File: src/hdl/cdp_pkg.sv
// Constants, register map and carrier types of the clock divider and PLL control block
package cdp_pkg;

	localparam int ADDR_W = 8;
	localparam int DATA_W = 32;

	localparam logic [7:0] OFF_PERIPH_DIV = 8'h18;
	localparam logic [7:0] OFF_PLL_CTRL = 8'h20;
	localparam logic [7:0] OFF_POW2_OUT = 8'h24;
	localparam logic [7:0] OFF_CARD_SEL = 8'h34;
	localparam logic [7:0] OFF_CARD_DIV = 8'h38;

	localparam logic [31:0] RST_PERIPH_DIV = 32'h0000_0000;
	localparam logic [31:0] RST_PLL_CTRL = 32'h0005_C22E;
	localparam logic [31:0] RST_POW2_OUT = 32'h0000_0000;
	localparam logic [31:0] RST_CARD_SEL = 32'h0000_003F;
	localparam logic [31:0] RST_CARD_DIV = 32'h0000_0000;

	// Writable bits; everything else reads as zero
	localparam logic [31:0] MASK_PERIPH_DIV = 32'h00FF_0FFF;
	localparam logic [31:0] MASK_PLL_CTRL = 32'h000F_FFFF;
	localparam logic [31:0] MASK_POW2_OUT = 32'h0000_001F;
	localparam logic [31:0] MASK_CARD_SEL = 32'h0000_003F;
	localparam logic [31:0] MASK_CARD_DIV = 32'h00FF_FFFF;

	// Peripheral divide fields
	localparam int ADC_DIV_LSB = 16;
	localparam int UART_DIV_LSB = 8;
	localparam int USB_DIV_LSB = 4;
	localparam int BUS_DIV_LSB = 0;

	// PLL control fields
	localparam int PLL_REF_SEL_BIT = 19;
	localparam int PLL_GATE_BIT = 18;
	localparam int PLL_BYPASS_BIT = 17;
	localparam int PLL_PD_BIT = 16;
	localparam int PLL_OUT_DIV_LSB = 14;
	localparam int PLL_REF_DIV_LSB = 9;
	localparam int PLL_FB_DIV_LSB = 0;
	localparam logic [5:0] PLL_DIVISOR_OFFSET = 6'h02;

	// Power-of-two output fields
	localparam int POW2_EN_BIT = 4;
	localparam int POW2_SEL_LSB = 0;
	localparam int POW2_CW = 17;

	// Smart card fields, one pair of select bits and one divide byte per card
	localparam int CARD_COUNT = 3;
	localparam int CARD_SEL_W = 2;
	localparam int CARD_DIV_W = 8;

	// Source select codes shared by card and converter selectors
	localparam logic [1:0] SRC_XTAL = 2'h0;
	localparam logic [1:0] SRC_PLL = 2'h1;
	localparam logic [1:0] SRC_BUS = 2'h2;
	localparam logic [1:0] SRC_HIRC = 2'h3;
	// Power-of-two output source codes
	localparam logic [1:0] FSRC_XTAL = 2'h0;
	localparam logic [1:0] FSRC_LXT = 2'h1;
	localparam logic [1:0] FSRC_BUS = 2'h2;
	localparam logic [1:0] FSRC_HIRC = 2'h3;

	typedef struct packed {
		logic [ADDR_W-1:0] addr;
		logic [DATA_W-1:0] wdata;
		logic write;
		logic read;
	} cdp_reg_req_type;

	typedef struct packed {
		logic refFromHirc;
		logic gateLow;
		logic bypass;
		logic powerDown;
		logic [2:0] outputDivisor;
		logic [5:0] referenceDivisor;
		logic [9:0] feedbackDivisor;
	} cdp_pll_cfg_type;

endpackage : cdp_pkg

File: src/hdl/cdp_divider.sv
// Edge-counting clock divider on synchronised source levels
`timescale 1ns/1ps
module cdp_divider #(
	parameter int CW = 8
) (
	input wire logic clk,
	input wire logic rstn,
	input wire logic srcLevel,
	input wire logic run,
	input wire logic [CW-1:0] terminal,
	output logic divClk
);
	logic srcPrev_q;
	logic [CW-1:0] count_q;
	logic divClk_q;
	logic srcEdge;

	assign srcEdge = srcLevel ^ srcPrev_q;
	assign divClk = divClk_q;

	always_ff @(posedge clk or negedge rstn)
	begin
		if (!rstn)
			srcPrev_q <= 1'b0;
		else
			srcPrev_q <= srcLevel;
	end

	// Toggle every terminal+1 source half periods; new terminal only read at reload
	always_ff @(posedge clk or negedge rstn)
	begin
		if (!rstn)
		begin
			count_q <= '0;
			divClk_q <= 1'b0;
		end
		else if (!run)
		begin
			count_q <= '0;
			divClk_q <= 1'b0;
		end
		else if (srcEdge)
		begin
			if (count_q == '0)
			begin
				count_q <= terminal;
				divClk_q <= ~divClk_q;
			end
			else
				count_q <= count_q - 1'b1;
		end
	end
endmodule : cdp_divider

File: src/hdl/cdp_clock_ctrl.sv
// Clock controller: registers, source selectors, integer dividers, PLL control, power-of-two output
`timescale 1ns/1ps
// Notes on behaviour
// - Card source codes: 00 crystal, 01 PLL, 10 bus clock, 11 internal oscillator.
// - Converter clock is its source divided by eight-bit count plus one.
// - UART clock is its source divided by four-bit count plus one.
// - USB clock is always PLL output divided by four-bit count plus one.
// - Bus clock is its source divided by four-bit count plus one.
// - Each card clock divides its source by its own byte count plus one.
// - PLL reference: set picks internal oscillator, clear picks crystal.
// - PLL gate bit clear passes output, set holds it low.
// - Bypass set makes PLL output equal reference; clear is normal mode.
// - PLL power-down bit set powers down the PLL; set after reset.
// - Chip sleep enable also powers down the PLL.
// - PLL divisors: reference field plus two, feedback field plus two.
// - Output divider code 00 gives 1, 01 and 10 give 2, 11 gives 4.
// - Power-of-two output runs only while its enable bit is set.
// - Power-of-two output is input divided by two to the select plus one.
// - Power-of-two source: 00 crystal, 01 low speed crystal, 10 bus, 11 oscillator.
module cdp_clock_ctrl (
	input wire logic clk,
	input wire logic rstn,
	input wire cdp_pkg::cdp_reg_req_type regReq,
	output logic [31:0] regRdata,
	input wire logic xtalClk,
	input wire logic lowXtalClk,
	input wire logic hircClk,
	input wire logic pllCoreClk,
	input wire logic busSrcClk,
	input wire logic uartSrcClk,
	input wire logic hclkIn,
	input wire logic [1:0] adcSourceSelect,
	input wire logic [1:0] freqOutputSourceSelect,
	input wire logic chipSleepEnable,
	output cdp_pkg::cdp_pll_cfg_type pllCfg,
	output logic pllClk,
	output logic adcClk,
	output logic uartClk,
	output logic usbClk,
	output logic busClk,
	output logic [cdp_pkg::CARD_COUNT-1:0] cardClk,
	output logic freqDivOut
);
	localparam int NSRC = 7;

	logic [31:0] periphDiv_q;
	logic [31:0] pllCtrl_q;
	logic [31:0] pow2Out_q;
	logic [31:0] cardSel_q;
	logic [31:0] cardDiv_q;
	logic [31:0] rdata_q;
	logic [NSRC-1:0] srcMeta_q;
	logic [NSRC-1:0] srcSync_q;
	logic pllClk_q;
	logic xtalS, lowXtalS, hircS, pllCoreS, busSrcS, uartSrcS, hclkS;
	logic pllRefS;
	logic adcSrc;
	logic freqSrc;
	logic [cdp_pkg::CARD_COUNT-1:0] cardSrc;
	logic [3:0] pow2Sel;
	logic [cdp_pkg::POW2_CW-1:0] pow2Terminal;

	// Source select shared by converter and card selectors
	function automatic logic pickSource(input logic [1:0] sel, input logic xtal,
		input logic pll, input logic bus, input logic hirc);
		case (sel)
			cdp_pkg::SRC_XTAL: pickSource = xtal;
			cdp_pkg::SRC_PLL: pickSource = pll;
			cdp_pkg::SRC_BUS: pickSource = bus;
			cdp_pkg::SRC_HIRC: pickSource = hirc;
			default: pickSource = xtal;
		endcase
	endfunction : pickSource

	// Source clocks are sampled at the core rate; only sources well below half of it divide cleanly
	always_ff @(posedge clk or negedge rstn)
	begin
		if (!rstn)
		begin
			srcMeta_q <= '0;
			srcSync_q <= '0;
		end
		else
		begin
			srcMeta_q <= {hclkIn, uartSrcClk, busSrcClk, pllCoreClk, hircClk, lowXtalClk, xtalClk};
			srcSync_q <= srcMeta_q;
		end
	end
	assign {hclkS, uartSrcS, busSrcS, pllCoreS, hircS, lowXtalS, xtalS} = srcSync_q;

	// Register writes
	always_ff @(posedge clk or negedge rstn)
	begin
		if (!rstn)
		begin
			periphDiv_q <= cdp_pkg::RST_PERIPH_DIV;
			pllCtrl_q <= cdp_pkg::RST_PLL_CTRL;
			pow2Out_q <= cdp_pkg::RST_POW2_OUT;
			cardSel_q <= cdp_pkg::RST_CARD_SEL;
			cardDiv_q <= cdp_pkg::RST_CARD_DIV;
		end
		else if (regReq.write)
		begin
			case (regReq.addr)
				cdp_pkg::OFF_PERIPH_DIV: periphDiv_q <= regReq.wdata & cdp_pkg::MASK_PERIPH_DIV;
				cdp_pkg::OFF_PLL_CTRL: pllCtrl_q <= regReq.wdata & cdp_pkg::MASK_PLL_CTRL;
				cdp_pkg::OFF_POW2_OUT: pow2Out_q <= regReq.wdata & cdp_pkg::MASK_POW2_OUT;
				cdp_pkg::OFF_CARD_SEL: cardSel_q <= regReq.wdata & cdp_pkg::MASK_CARD_SEL;
				cdp_pkg::OFF_CARD_DIV: cardDiv_q <= regReq.wdata & cdp_pkg::MASK_CARD_DIV;
				default: ;
			endcase
		end
	end

	// Read data in the cycle after the strobe only; unmapped offsets read zero
	always_ff @(posedge clk or negedge rstn)
	begin
		if (!rstn)
			rdata_q <= '0;
		else if (regReq.read)
		begin
			case (regReq.addr)
				cdp_pkg::OFF_PERIPH_DIV: rdata_q <= periphDiv_q;
				cdp_pkg::OFF_PLL_CTRL: rdata_q <= pllCtrl_q;
				cdp_pkg::OFF_POW2_OUT: rdata_q <= pow2Out_q;
				cdp_pkg::OFF_CARD_SEL: rdata_q <= cardSel_q;
				cdp_pkg::OFF_CARD_DIV: rdata_q <= cardDiv_q;
				default: rdata_q <= '0;
			endcase
		end
		else
			rdata_q <= '0;
	end
	assign regRdata = rdata_q;

	// PLL configuration toward the analog core
	always_comb
	begin
		pllCfg.refFromHirc = pllCtrl_q[cdp_pkg::PLL_REF_SEL_BIT];
		pllCfg.gateLow = pllCtrl_q[cdp_pkg::PLL_GATE_BIT];
		pllCfg.bypass = pllCtrl_q[cdp_pkg::PLL_BYPASS_BIT];
		pllCfg.powerDown = pllCtrl_q[cdp_pkg::PLL_PD_BIT] | chipSleepEnable;
		pllCfg.referenceDivisor = {1'b0, pllCtrl_q[cdp_pkg::PLL_REF_DIV_LSB +: 5]}
			+ cdp_pkg::PLL_DIVISOR_OFFSET;
		pllCfg.feedbackDivisor = {1'b0, pllCtrl_q[cdp_pkg::PLL_FB_DIV_LSB +: 9]}
			+ {4'h0, cdp_pkg::PLL_DIVISOR_OFFSET};
		case (pllCtrl_q[cdp_pkg::PLL_OUT_DIV_LSB +: 2])
			2'h0: pllCfg.outputDivisor = 3'h1;
			2'h1: pllCfg.outputDivisor = 3'h2;
			2'h2: pllCfg.outputDivisor = 3'h2;
			default: pllCfg.outputDivisor = 3'h4;
		endcase
	end

	assign pllRefS = pllCfg.refFromHirc ? hircS : xtalS;

	// Gate overrides bypass; a powered-down core gives no clock
	always_ff @(posedge clk or negedge rstn)
	begin
		if (!rstn)
			pllClk_q <= 1'b0;
		else if (pllCfg.gateLow)
			pllClk_q <= 1'b0;
		else if (pllCfg.bypass)
			pllClk_q <= pllRefS;
		else
			pllClk_q <= pllCfg.powerDown ? 1'b0 : pllCoreS;
	end
	assign pllClk = pllClk_q;

	assign adcSrc = pickSource(adcSourceSelect, xtalS, pllClk_q, hclkS, hircS);

	cdp_divider #(.CW(8)) adcDiv (
		.clk(clk),
		.rstn(rstn),
		.srcLevel(adcSrc),
		.run(1'b1),
		.terminal(periphDiv_q[cdp_pkg::ADC_DIV_LSB +: 8]),
		.divClk(adcClk)
	);

	cdp_divider #(.CW(4)) uartDiv (
		.clk(clk),
		.rstn(rstn),
		.srcLevel(uartSrcS),
		.run(1'b1),
		.terminal(periphDiv_q[cdp_pkg::UART_DIV_LSB +: 4]),
		.divClk(uartClk)
	);

	cdp_divider #(.CW(4)) usbDiv (
		.clk(clk),
		.rstn(rstn),
		.srcLevel(pllClk_q),
		.run(1'b1),
		.terminal(periphDiv_q[cdp_pkg::USB_DIV_LSB +: 4]),
		.divClk(usbClk)
	);

	cdp_divider #(.CW(4)) busDiv (
		.clk(clk),
		.rstn(rstn),
		.srcLevel(busSrcS),
		.run(1'b1),
		.terminal(periphDiv_q[cdp_pkg::BUS_DIV_LSB +: 4]),
		.divClk(busClk)
	);

	genvar gi;
	generate
		for (gi = 0; gi < cdp_pkg::CARD_COUNT; gi++)
		begin : gCard
			assign cardSrc[gi] = pickSource(cardSel_q[gi*cdp_pkg::CARD_SEL_W +: 2],
				xtalS, pllClk_q, hclkS, hircS);
			cdp_divider #(.CW(cdp_pkg::CARD_DIV_W)) cardDiv (
				.clk(clk),
				.rstn(rstn),
				.srcLevel(cardSrc[gi]),
				.run(1'b1),
				.terminal(cardDiv_q[gi*cdp_pkg::CARD_DIV_W +: cdp_pkg::CARD_DIV_W]),
				.divClk(cardClk[gi])
			);
		end
	endgenerate

	always_comb
	begin
		case (freqOutputSourceSelect)
			cdp_pkg::FSRC_XTAL: freqSrc = xtalS;
			cdp_pkg::FSRC_LXT: freqSrc = lowXtalS;
			cdp_pkg::FSRC_BUS: freqSrc = hclkS;
			cdp_pkg::FSRC_HIRC: freqSrc = hircS;
			default: freqSrc = xtalS;
		endcase
	end

	// Toggle every 2^N source periods, i.e. 2^(N+1) half periods
	assign pow2Sel = pow2Out_q[cdp_pkg::POW2_SEL_LSB +: 4];
	assign pow2Terminal = (cdp_pkg::POW2_CW'(1) << (pow2Sel + 5'h01))
		- cdp_pkg::POW2_CW'(1);

	cdp_divider #(.CW(cdp_pkg::POW2_CW)) pow2Div (
		.clk(clk),
		.rstn(rstn),
		.srcLevel(freqSrc),
		.run(pow2Out_q[cdp_pkg::POW2_EN_BIT]),
		.terminal(pow2Terminal),
		.divClk(freqDivOut)
	);

endmodule : cdp_clock_ctrl

File: config.mk
export PLATFORM = sky130hd
export DESIGN_NAME = cdp_clock_ctrl
export DESIGN_NICKNAME = d
export VERILOG_FILES = /design/src/hdl/cdp_pkg.sv /design/src/hdl/cdp_divider.sv /design/src/hdl/cdp_clock_ctrl.sv
export SDC_FILE = /design/constraint.sdc
export NUM_CORES = 1
export LEC_CHECK = 0
export BUFFER_PORTS_ARGS = -buffer_cell sky130_fd_sc_hd__buf_2
export CORE_MARGIN = 2
export CORE_UTILIZATION = 63
export DETAILED_ROUTE_END_ITERATION = 7
export PLACE_DENSITY_LB_ADDON = 0.1
export SYNTH_ARGS = -nofsm -noshare
export SYNTH_HDL_FRONTEND = slang
export SYNTH_SLANG_ARGS = --single-unit
File: constraint.sdc
create_clock -name clk -period 5.1 [get_ports clk]
set_input_delay 0.765 -clock clk [delete_from_list [all_inputs] [get_ports clk]]
set_output_delay 0.765 -clock clk [all_outputs]
set_load 0.05 [all_outputs]
; ---- After elaboration in Yosys (flattened, before gate mapping)
; Cells that the tools add are included.
[word_totals]
inputBits = 56
word_cells = 140
regBits = 199
output_inout_bits = 64
[op_classes]
eq_ne = 24
n_bitwise = 17
shift = 1
n_reduce_logical = 28
mux = 25
addsub = 12
[ops]
columns = operator, n
row1 = $pmux 24 s5, 1
row2 = $mux 17, 3
row3 = $eq 8x6->1 const B, 4
row4 = $logic_not 8->1, 4
row5 = $mux 32, 1
row6 = $mux 8, 4
row7 = $sub 8x1->8 const B, 4
row8 = $reduce_and 2->1, 13
row9 = $eq 2x2->1 const B, 11
row10 = $pmux 1 s4, 5
row11 = $logic_not 17->1, 1
row12 = $shl 1x5->17 const A, 1
row13 = $sub 17x1->17 const B, 1
row14 = $sub 17x2->17 const B, 1
row15 = $eq 2x1->1 const B, 6
row16 = $logic_not 2->1, 6
row17 = $logic_not 4->1, 3
row18 = $mux 4, 3
row19 = $sub 4x1->4 const B, 3
row20 = $add 9x2->10 const B, 1
row21 = $eq 8x5->1 const B, 1
row22 = $not 1->1, 8
row23 = $xor 1x1->1, 8
row24 = $mux 1, 7
row25 = 6 further kinds, 7

; ---- Longest topological paths before layout
; Gate-level depths: netlist of run 1.
[logic_depth]
depth_word = 6
mapped_depth = 10
ltp_nobuf = 8

; ---- Cells and area by module
; A second synthesis of run 1 with hierarchy kept.
[hier_totals]
cells_unflattened = 898
hier_area_um2 = 10176.0
[by_module_without_submodules]
columns = mod, instances, cells_per_inst, area_per_inst_um2, seq_area_each_um2
row1 = cdp_clock_ctrl, 1, 396, 5302.6, 2871.5
row2 = cdp_divider (adcDiv ...), 4, 61, 633.1, 250.2
row3 = cdp_divider (pow2Div), 1, 150, 1300.0, 475.5
row4 = cdp_divider (uartDiv ...), 2, 36, 346.6, 150.1
row5 = cdp_divider (busDiv), 1, 36, 347.8, 150.1

; ---- Worst setup path after synthesis of run 1
; OpenSTA, ideal clock, no wires.
[synth_timing]
path_kind = reg-to-output
start = reg pllCtrl_q[3]
end = out pllCfg[8] (netlist bit)
t_arrival_ns = 1.716
path_buffers = 0
stages_incl_launch_ff = 6
required_ns = 4.335
setup_slack_ns = 2.619
path_cell_list = dfstp_2 -> nand3_1 -> nor2_1 -> nand2_1 -> nor2_1 -> xor2_1
[synth_lines]
columns = element, line
row1 = from (decl), cdp_clock_ctrl.sv:47  ; logic [31:0] pllCtrl_q;
row2 = from (signal assigned), cdp_clock_ctrl.sv:97  ; pllCtrl_q <= cdp_pkg::RST_PLL_CTRL;
row3 = from (signal assigned), cdp_clock_ctrl.sv:106  ; cdp_pkg::OFF_PLL_CTRL: pllCtrl_q <= regReq.wdata & cdp_pkg::MASK_PLL_CTRL;
row4 = to (decl), cdp_clock_ctrl.sv:35  ; output cdp_pkg::cdp_pll_cfg_type pllCfg,

; ---- Final worst setup path of run 1
[layout_timing]
start = reg pow2Div.count_q[0]
end = reg pow2Div.count_q[6]
[layout_via]
elab_chain_cells = 4
word_cells_on_any_way = 5
cone_classes = 1 x add/sub / 3 x mux / 1 x reduce/logical
[layout_lines]
columns = element, line
row1 = from (decl), cdp_divider.sv:14  ; logic [CW-1:0] count_q;
row2 = from (signal assigned), cdp_divider.sv:46  ; count_q <= terminal;
row3 = from (signal assigned), cdp_divider.sv:50  ; count_q <= count_q - 1'b1;
row4 = $sub 17x1->17 / $logic_not 17->1 (equally long branches), "cdp_divider.sv:50, cdp_divider.sv:44"
row5 = $mux 17 (*), cdp_divider.sv:44  ; if (count_q == '0)
row6 = $mux 17 (*), cdp_divider.sv:42  ; else if (srcEdge)
row7 = $mux 17 (*), cdp_divider.sv:37  ; else if (!run)
; Every way passes the cells marked *; elsewhere a longest branch is shown, timed or not. The select of a mux whose other input is x is not followed.
; A chain may end at the register's enable or synchronous reset.

==> reports/metrics.csv, run 1 <==
metric;value;unit
sequential cell area fraction in the yosys report;51.3;%
Post-CTS Setup Inserts;0;
I/O Pins;120;
layout cells sized above 1;25.6;%
worst vdd ir;0.316;mV
initial antenna violation count;1;
core area;14500;sq um
Layout Nets;1029;
final RePlAce weighted congestion;0.898;
clk root buf;clkbuf_16;
Clock Sinks;191;
Hold-fix buffers, CTS;0;
CP arrival;3.51;ns
Top FF cell, synth;dfrtp_1;
CTS Buf Count;17;
vias;7231;
die area;15800;sq um
headroom to the max-slew limit;12.2;%
met3 Usage GRT;5.65;%
Max-cap violations;0;
drt drc;0;
CP max stage delay;1.00;ns
Setup CP Type;reg2reg;
number of core rows;44;
global routing usage on met2;46.2;%
clk slew on worst S/H paths;0.07;ns
syn avg cell area;10.7;sq um
Routed Antenna Nets;0;
drt pass-1 iters;5;
fraction of synthesis flops using an asynchronous set or reset pin;100;%
run status;complete, no violations;
effective utilization at floorplan;64.4;%
1st-iter DRT viols;842;
Die Y;126;um
Post-synth EDFFs;0;
GR Util met1;40.8;%
CP startpoint kind;flop;
Yosys warnings;0;
post_cts resized;0;
mapped cell area;9360;sq um
Final Setup Violations;0;
largest net degree at the start of global routing;107;
final std cells w/o fill;1154;
Fin Hold WS;0.347;ns
Most Crowded Layer GR;met2;
worst-skew pair later-pin latency;0.44;ns
Min-Delay Path Class;reg2reg;
Slew Limit Fails;0;
first-pass GRT wire length;36400;um
cell chain of the critical path;inv_1, ha_1, or4b_2, nor4_4, o221ai_2, a32oi_1, nor2_1;
Post-Route Skew;0.0111;ns
Crit path buffers/inverters;1;
CTS tree;done;
final setup TNS;0;ns
fin crit period;3.21;ns
pwr/cell area;425;nW/um^2
Synth cell types;66;
drt wl/cell;19.4;um
Leak;4.95;nW
Final Hold Viols;0;
unrepaired setup endpoints after global routing;false;
Max Buffers Root-to-Sink;2;
Overall Global Routing Usage;28.9;%
vias in the first global route;7180;
Critical-path top delay cell;nor4_4;
DRT Wirelength;22400;um
H-tree Lvls;4;
Worst Path Required;5.40;ns
actual slew at the worst max-slew pin;1.31;ns
CP Capture Type;flop;
Area growth, synth to finish;12.0;%
largest fanout on the critical path;26;
flops & latches, synth;191;
GRT overflow;0;
Cells after DPL;1121;
period utilization;62.9;%
Die W;126;um
dpl hpwl;15000;um
post-synthesis cell count;873;
Max Freq;0.312;GHz
I/O Buffers;103;
Top Family by Delay on Critical Path;simple AND/OR/NAND/NOR gates;
drt via density;6.27;
==> worst register-to-register path, stage by stage, from the launching register on <==
cell and delay, ns:
dfrtp_1 0.42, inv_1 0.13, ha_1 0.26, or4b_2 0.65, nor4_4 1.00, o221ai_2 0.28, a32oi_1 0.27, nor2_1 0.07
==> layout make-up <==
cell class                      count  area [sq um]
Clock buffer                       19           433
Timing Repair Buffer              112           592
Clock inverter                     13           139
Inverter                           39           146
Fill cell                        1040          4050
Sequential cell                   191          4800
Multi-Input combinational cell    595          4140
Antenna cell                        1          2.50
Tap cell                          184           230
==> Yosys cell counts (11+ instances only) <==
master	count	area share (%)
a21oi_1	58	3.1
a222oi_1	11	1.2
buf_4	16	1.3
clkbuf_1	26	1.0
dfrtp_1	176	47
dfstp_2	15	4.2
ha_1	17	2.3
inv_1	39	1.6
mux2_2	72	8.7
nand2_1	61	2.4
nand3_1	15	0.80
nor2_1	80	3.2
nor3_1	29	1.6
o21ai_0	38	2.0
o22a_1	13	1.2
xnor2_1	14	1.3
xor2_1	13	1.2
==> worst paths after layout <==
check	endpoint	slack [ns]	start	depth (start not counted)
max	pow2Div.count_q[6]	1.89	pow2Div.count_q[0]	7
min	srcSync_q[2]	0.35	srcMeta_q[2]	0
max reg2reg	pow2Div.count_q[6]	1.89	pow2Div.count_q[0]	7
min reg2reg	srcSync_q[2]	0.35	srcMeta_q[2]	0
max in group asynchronous	pllCtrl_q[14]	3.56	rstn	2
min in group asynchronous	adcDiv.count_q[2]	0.41	rstn	1
==> power by group <==
part / switching, mW / internal (mW) / leakage [nW]
Sequential: 0.267 / 1.77 / 2.43
Clock: 0.588 / 0.724 / 0.278
Combinational: 0.690 / 0.419 / 2.24
==> sequential cells by signal (all words and copies together) (netlist names), 3 cells and up <==
| signal | count |
|---|---|
| gCard.cardDiv.divClk | 3 |
| adcDiv.count_q | 8 |
| srcMeta_q | 7 |
| gCard.cardDiv.srcPrev_q | 3 |
| usbDiv.count_q | 4 |
| pllCtrl_q | 20 |
| periphDiv_q | 20 |
| busDiv.count_q | 4 |
| uartDiv.count_q | 4 |
| gCard.cardDiv.count_q | 24 |
| pow2Out_q | 5 |
| cardDiv_q | 24 |
| cardSel_q | 6 |
| pow2Div.count_q | 17 |
| regRdata | 24 |
| srcSync_q | 7 |
==> placed cells by master (no fill, tap or decap), types with 7 or more instances in the layout <==
| cell | count |
|---|---|
| buf_2 | 102 |
| o22a_1 | 13 |
| a222oi_1 | 11 |
| nand3b_1 | 7 |
| o22ai_1 | 8 |
| inv_1 | 39 |
| o31ai_1 | 7 |
| ha_1 | 17 |
| buf_4 | 9 |
| a22o_1 | 10 |
| xnor2_1 | 13 |
| clkbuf_16 | 17 |
| nor3_1 | 29 |
| conb_1 | 9 |
| or3_1 | 9 |
| dfstp_2 | 15 |
| a31oi_1 | 10 |
| and3_1 | 7 |
| nor2_1 | 80 |
| nand2b_1 | 9 |
| a22oi_1 | 9 |
| o21ai_0 | 38 |
| nand3_1 | 15 |
| o41ai_1 | 8 |
| nand2_1 | 61 |
| xor2_1 | 13 |
| a21oi_1 | 58 |
| mux2_2 | 72 |
| dfrtp_1 | 176 |
==> cells by family after synthesis <==
kind of cell	Yosys count	synth area share, %
compound gates	205	14.7
xor+xnor	28	2.82
fa+ha+maj	17	2.27
buf+inv	94	4.85
flops	191	51.3
mux	83	10.5
other cells	2	0.0803
simple gates	253	13.5
==> stage by stage <==
step                utilization [%]  cell area, sq um  setup WS, ns  power, mW
floorplan                         -              9380          2.62       2.85
global placement               68.1              9900          1.84       3.05
detailed placement             68.1              9900          1.81       3.13
CTS                            72.0             10500          1.97       4.46
global route                   72.1             10500          1.72       4.69
finish                         72.1             10500          1.89       4.45
==> metal layers <==
layer	part of all wire, %	routed length (um)
met3	6.2	1390
met5	0	0
met1	43	9660
met4	2.1	476
met2	48	10800
(Power assumes the default switching activity.)
==> inputs of run 2 (changes only) <==
- CORE_UTILIZATION: 63 -> 53
- clock period: 5.1 -> 2.92 ns (I/O delays scaled with it)
==> run 2 against run 1 <==
  * Fmax rose by 30%
  * Largest power group unchanged
  * Non-clock buffer count up 16
  * First-iteration DRC count fell by 37%
  * Global-route usage shrank 3.3 points
==> reports/metrics.csv, run 2 (synthesis results as in run 1) <==
metric;value;unit
final RePlAce weighted congestion;0.825;
largest fanout on the critical path;13;
Max-cap violations;0;
Fin Hold WS;0.0983;ns
CTS tree;done;
CP startpoint kind;flop;
dpl hpwl;16000;um
clk root buf;clkbuf_16;
Min-Delay Path Class;in2reg;
Area growth, synth to finish;13.9;%
drt wl/cell;18.8;um
final setup TNS;0;ns
hold depth;1;
drt drc;0;
layout cells sized above 1;26.6;%
Worst Min Path Start;hircClk;
dpl ws;0.469;ns
Routed Antenna Nets;0;
I/O Pins;120;
drt via density;5.98;
hold endpoint;srcMeta_q[2];
Die Y;137;um
core area;17300;sq um
fin crit period;2.46;ns
CP arrival;2.82;ns
Slew Limit Fails;0;
most frequent cells in the layout;dfrtp_1 (176), buf_2 (102), nor2_1 (80);
DRT Wirelength;22700;um
effective utilization at floorplan;54.1;%
actual slew at the worst max-slew pin;0.681;ns
initial antenna violation count;0;
Antenna diodes;0;
unrepaired setup endpoints after global routing;false;
Fill cells;1446;
Max Freq;0.406;GHz
I/O Buffers;103;
die area;18700;sq um
reg2reg path depth;6;
1st-iter DRT viols;532;
commonest non-fill, non-tap cell in the layout;dfrtp_1;
pwr/cell area;720;nW/um^2
headroom to the max-slew limit;54.3;%
Max Buffers Root-to-Sink;2;
first-pass GRT wire length;36700;um
CTS Buf Count;17;
post-route setup slack;0.455;ns
Setup CP Type;reg2reg;
clk slew on worst S/H paths;0.08;ns
Post-CTS Setup Inserts;0;
r2r endpoint;pow2Div.count_q[8];
vias in the first global route;6968;
R2R Path Start;pow2Out_q[1];
number of core rows;48;
Die W;137;um
run status;complete, no violations;
Final Setup Violations;0;
Crit path buffers/inverters;1;
Clock Sinks;191;
Overall Global Routing Usage;25.6;%
Layout Nets;1045;
CP Capture Type;flop;
vias;7231;
worst vdd ir;0.504;mV
overall power;7.67;mW
cell chain of the critical path;nor4_1, inv_1, ha_1, o311a_2, or4_1, a21oi_1;
period utilization;84.4;%
worst-skew pair later-pin latency;0.44;ns
GRT overflow;0;
CP max stage delay;0.56;ns
Worst Path Required;3.28;ns
Leak;5.03;nW
Top Family by Delay on Critical Path;simple AND/OR/NAND/NOR gates;
Final Hold Viols;0;
largest net degree at the start of global routing;76;
Post-Route Skew;0.0126;ns
Critical-path top delay cell;nor4_1;
Worst R2R Setup Slack;0.46;ns
drt pass-1 iters;6;
H-tree Lvls;4;
-- run 2: changes by cell type in the layout (fill, tap and decap cells not counted), sizes merged --
cell	change
buf	+15
clkinvlp	-1
clkbuf	+1
diode	-1
inv	+4
dlygate4sd3	+1
bufinv	-2
clkinv	-3
-- run 2: report_power, final --
group | internal [mW] | switching (mW)
logic | 0.752 | 1.17
clock network | 1.16 | 1.06
registers | 3.08 | 0.438
total | 5.00 | 2.68
-- run 2: worst register-to-register path, stage by stage, from the launching register on --
cell and delay [ns]:
dfrtp_1 0.38, nor4_1 0.56, inv_1 0.10, ha_1 0.36, o311a_2 0.45, or4_1 0.40, a21oi_1 0.14
-- run 2: cell type report --
cell class	instances	area, sq um	area share (%)
Tap cell	225	282	2.64
Sequential cell	191	4800	45.0
Multi-Input combinational cell	595	4130	38.8
Inverter	39	146	1.37
Clock inverter	11	100	0.940
Clock buffer	20	457	4.29
Timing Repair Buffer	128	739	6.94
-- run 2: per-layer routing --
| layer | GRT usage [%] | wire length, um | up-vias | share of wire (%) |
|---|---|---|---|---|
| li1 | - | - | 3338 | - |
| met4 | 7.33 | 301 | 0 | 1.3 |
| met5 | 0 | 0 | - | 0 |
| met2 | 40.9 | 11000 | 258 | 48 |
| met1 | 35.6 | 10000 | 3611 | 44 |
| met3 | 5.56 | 1380 | 24 | 6.1 |
-- run 2: worst max-delay path by stage --
| stage | from | endpoint | slack, ns | cells past startpoint |
|---|---|---|---|---|
| floorplan | pow2Div.count_q[0] | pow2Div.count_q[6] | 0.65 | 8 |
| global placement | pow2Div.count_q[0] | pow2Div.count_q[5] | 0.49 | 8 |
| detailed placement | pow2Out_q[1] | pow2Div.count_q[8] | 0.47 | 6 |
| CTS | pow2Out_q[1] | pow2Div.count_q[8] | 0.46 | 6 |
| global route | pow2Div.count_q[0] | pow2Div.count_q[1] | 0.31 | 8 |
| finish | pow2Out_q[1] | pow2Div.count_q[8] | 0.46 | 6 |
-- run 2: repair_timing --
action,CTS,global route
gates resized for setup,0,0
hold buffers,1,0
endpoints found under the hold margin,7,0
-- run 2: metrics by stage --
step                area, sq um  instances  utilization [%]
finish                    10700       1209             61.6
global route              10700       1209             61.6
CTS                       10700       1209             61.6
detailed placement        10100       1177             58.3
global placement          10100       1177             58.3
floorplan                  9380        880                -
==> inputs of run 3 (changes only) <==
- CORE_UTILIZATION: 53 -> 58
- clock period: 2.92 -> 2.3 ns (I/O delays scaled with it)
==> run 3 against run 2 <==
  * Die area shrank 8.4%
  * Via count grew 3.7%
  * Sequential cell count is the same
  * Non-clock buffer count grew 38
  * Final cell count grew 2.5%
  * Clock power grew 34%
  * Sequential power grew 27%
  * Utilization grew 8.9 points
  * Wire length grew 5.3%
  * Register-to-register slack lost 0.38 ns
  * Setup slack lost 0.44 ns
  * Critical path type is now reg2out
  * Largest cell class unchanged
==> reports/metrics.csv, run 3 (synthesis results as in run 1) <==
metric;value;unit
Overall Global Routing Usage;28.8;%
hold depth;1;
die area;17200;sq um
clk slew on worst S/H paths;0.08;ns
dpl hpwl;16300;um
drt wl/cell;19.3;um
Setup CP Type;reg2out;
pwr/cell area;909;nW/um^2
CP arrival;1.93;ns
Placement Cell Area;10300;sq um
worst-skew pair later-pin latency;0.44;ns
Min-Delay Path Class;in2reg;
area of the multi-input gates;4200;sq um
final setup TNS;0;ns
most frequent cells in the layout;dfrtp_1 (176), buf_2 (100), nor2_1 (78);
Final Hold Viols;0;
r2r endpoint;pow2Div.count_q[15];
overall power;10.1;mW
effective utilization at floorplan;59.1;%
Final Setup Violations;0;
R2R Path Start;pow2Div.count_q[1];
Fill cells;1205;
I/O Pins;120;
final core utilization;70.5;%
largest net degree at the start of global routing;74;
drt pass-1 iters;6;
actual slew at the worst max-slew pin;0.701;ns
run status;complete, no violations;
Max Buffers Root-to-Sink;2;
Leak;5.27;nW
design area;11200;sq um
commonest non-fill, non-tap cell in the layout;dfrtp_1;
largest fanout on the critical path;5;
Worst R2R Setup Slack;0.08;ns
vias;7500;
H-tree Lvls;4;
initial antenna violation count;0;
CTS Buf Count;17;
Max Freq;0.439;GHz
Layout Nets;1083;
GRT overflow;0;
CP Capture Type;output port;
unrepaired setup endpoints after global routing;true;
drt drc;0;
headroom to the max-slew limit;53.1;%
Worst Path Required;1.96;ns
Routed Antenna Nets;0;
Die W;131;um
Antenna diodes;0;
I/O Buffers;103;
period utilization;99.1;%
Max-cap violations;0;
reg2reg path depth;9;
layout cells sized above 1;30.3;%
register area;4800;sq um
hold endpoint;srcMeta_q[4];
first-pass GRT wire length;37800;um
clk root buf;clkbuf_16;
Fin Hold WS;0.0171;ns
worst vdd ir;0.572;mV
CTS tree;done;
number of core rows;46;
Slew Limit Fails;0;
Clock Sinks;191;
drt via density;6.05;
CP startpoint kind;flop;
Die Y;131;um
1st-iter DRT viols;647;
final RePlAce weighted congestion;0.912;
DRT Wirelength;23900;um
vias in the first global route;7371;
fin crit period;2.28;ns
Post-Route Skew;0.0121;ns
Worst Min Path Start;busSrcClk;
Area growth, synth to finish;19.2;%
core area;15800;sq um
==> run 3: changes by cell type in the layout (fill, tap and decap cells not counted), sizes merged <==
cell / before / now
buf: 126 / 158
clkbuf: 21 / 19
clkinv: 3 / 8
clkinvlp: 1 / 0
dlygate4sd3: 1 / 6
==> run 3: critical path, cell delays in order, from the launching register on <==
cell and delay (ns):
dfstp_2 0.63, nand3_4 0.11, nor2_4 0.15, nand2_2 0.07
nor2_2 0.13, xor2_1 0.18, buf_4 0.22
==> run 3: area by class of cell <==
| class | count | area share (%) |
|---|---|---|
| Clock inverter | 15 | 1.72 |
| Sequential cell | 191 | 43.0 |
| Inverter | 39 | 1.31 |
| Multi-Input combinational cell | 595 | 37.6 |
| Clock buffer | 17 | 3.81 |
| Timing Repair Buffer | 166 | 10.1 |
| Tap cell | 216 | 2.42 |
==> run 3: report_power, final <==
part	switching, mW	internal [mW]
clock network	1.51	1.49
logic	1.58	1.08
registers	0.569	3.91
total	3.65	6.48
==> run 3: repair_timing <==
action | 4_1_cts | 5_1_grt
cloned | 0 | 1
endpoints found under the setup margin | 2 | 13
endpoints found under the hold margin | 62 | 2
setup buffers | 0 | 12
hold buffers | 4 | 2
resized for setup | 3 | 21
pin swaps | 0 | 7
==> run 3: how the worst max path moves through the flow <==
stage / to / cells after the start / start / slack [ns]
after floorplan: pow2Div.count_q[6] / 8 / pow2Div.count_q[0] / 0.03
after global placement: pow2Div.count_q[7] / 8 / pow2Div.count_q[0] / 0.08
after detailed placement: pow2Div.count_q[7] / 8 / pow2Div.count_q[0] / 0.03
after CTS: pllCfg[8] / 6 / pllCtrl_q[3] / 0.007
after global routing: pllCfg[8] / 6 / pllCtrl_q[3] / -0.07
final: pllCfg[8] / 6 / pllCtrl_q[3] / 0.02
==> run 3: per-stage QoR <==
stage                     instances  setup WS, ns
final                          1239        0.0200
after global routing           1239       -0.0662
after CTS                      1224       0.00710
after detailed placement       1188        0.0274
after global placement         1188        0.0833
after floorplan                 880        0.0333
==> run 3: layer usage <==
layer  track usage, %  part of all wire (%)  wire length [um]  vias to the layer above
met1             38.4                    43             10300                     3734
li1                 -                     -                 -                     3419
met4             9.07                   1.9               459                        0
met2             48.2                    50             11900                      302
met5                0                     0                 0                        -
met3             5.21                   5.5              1310                       45
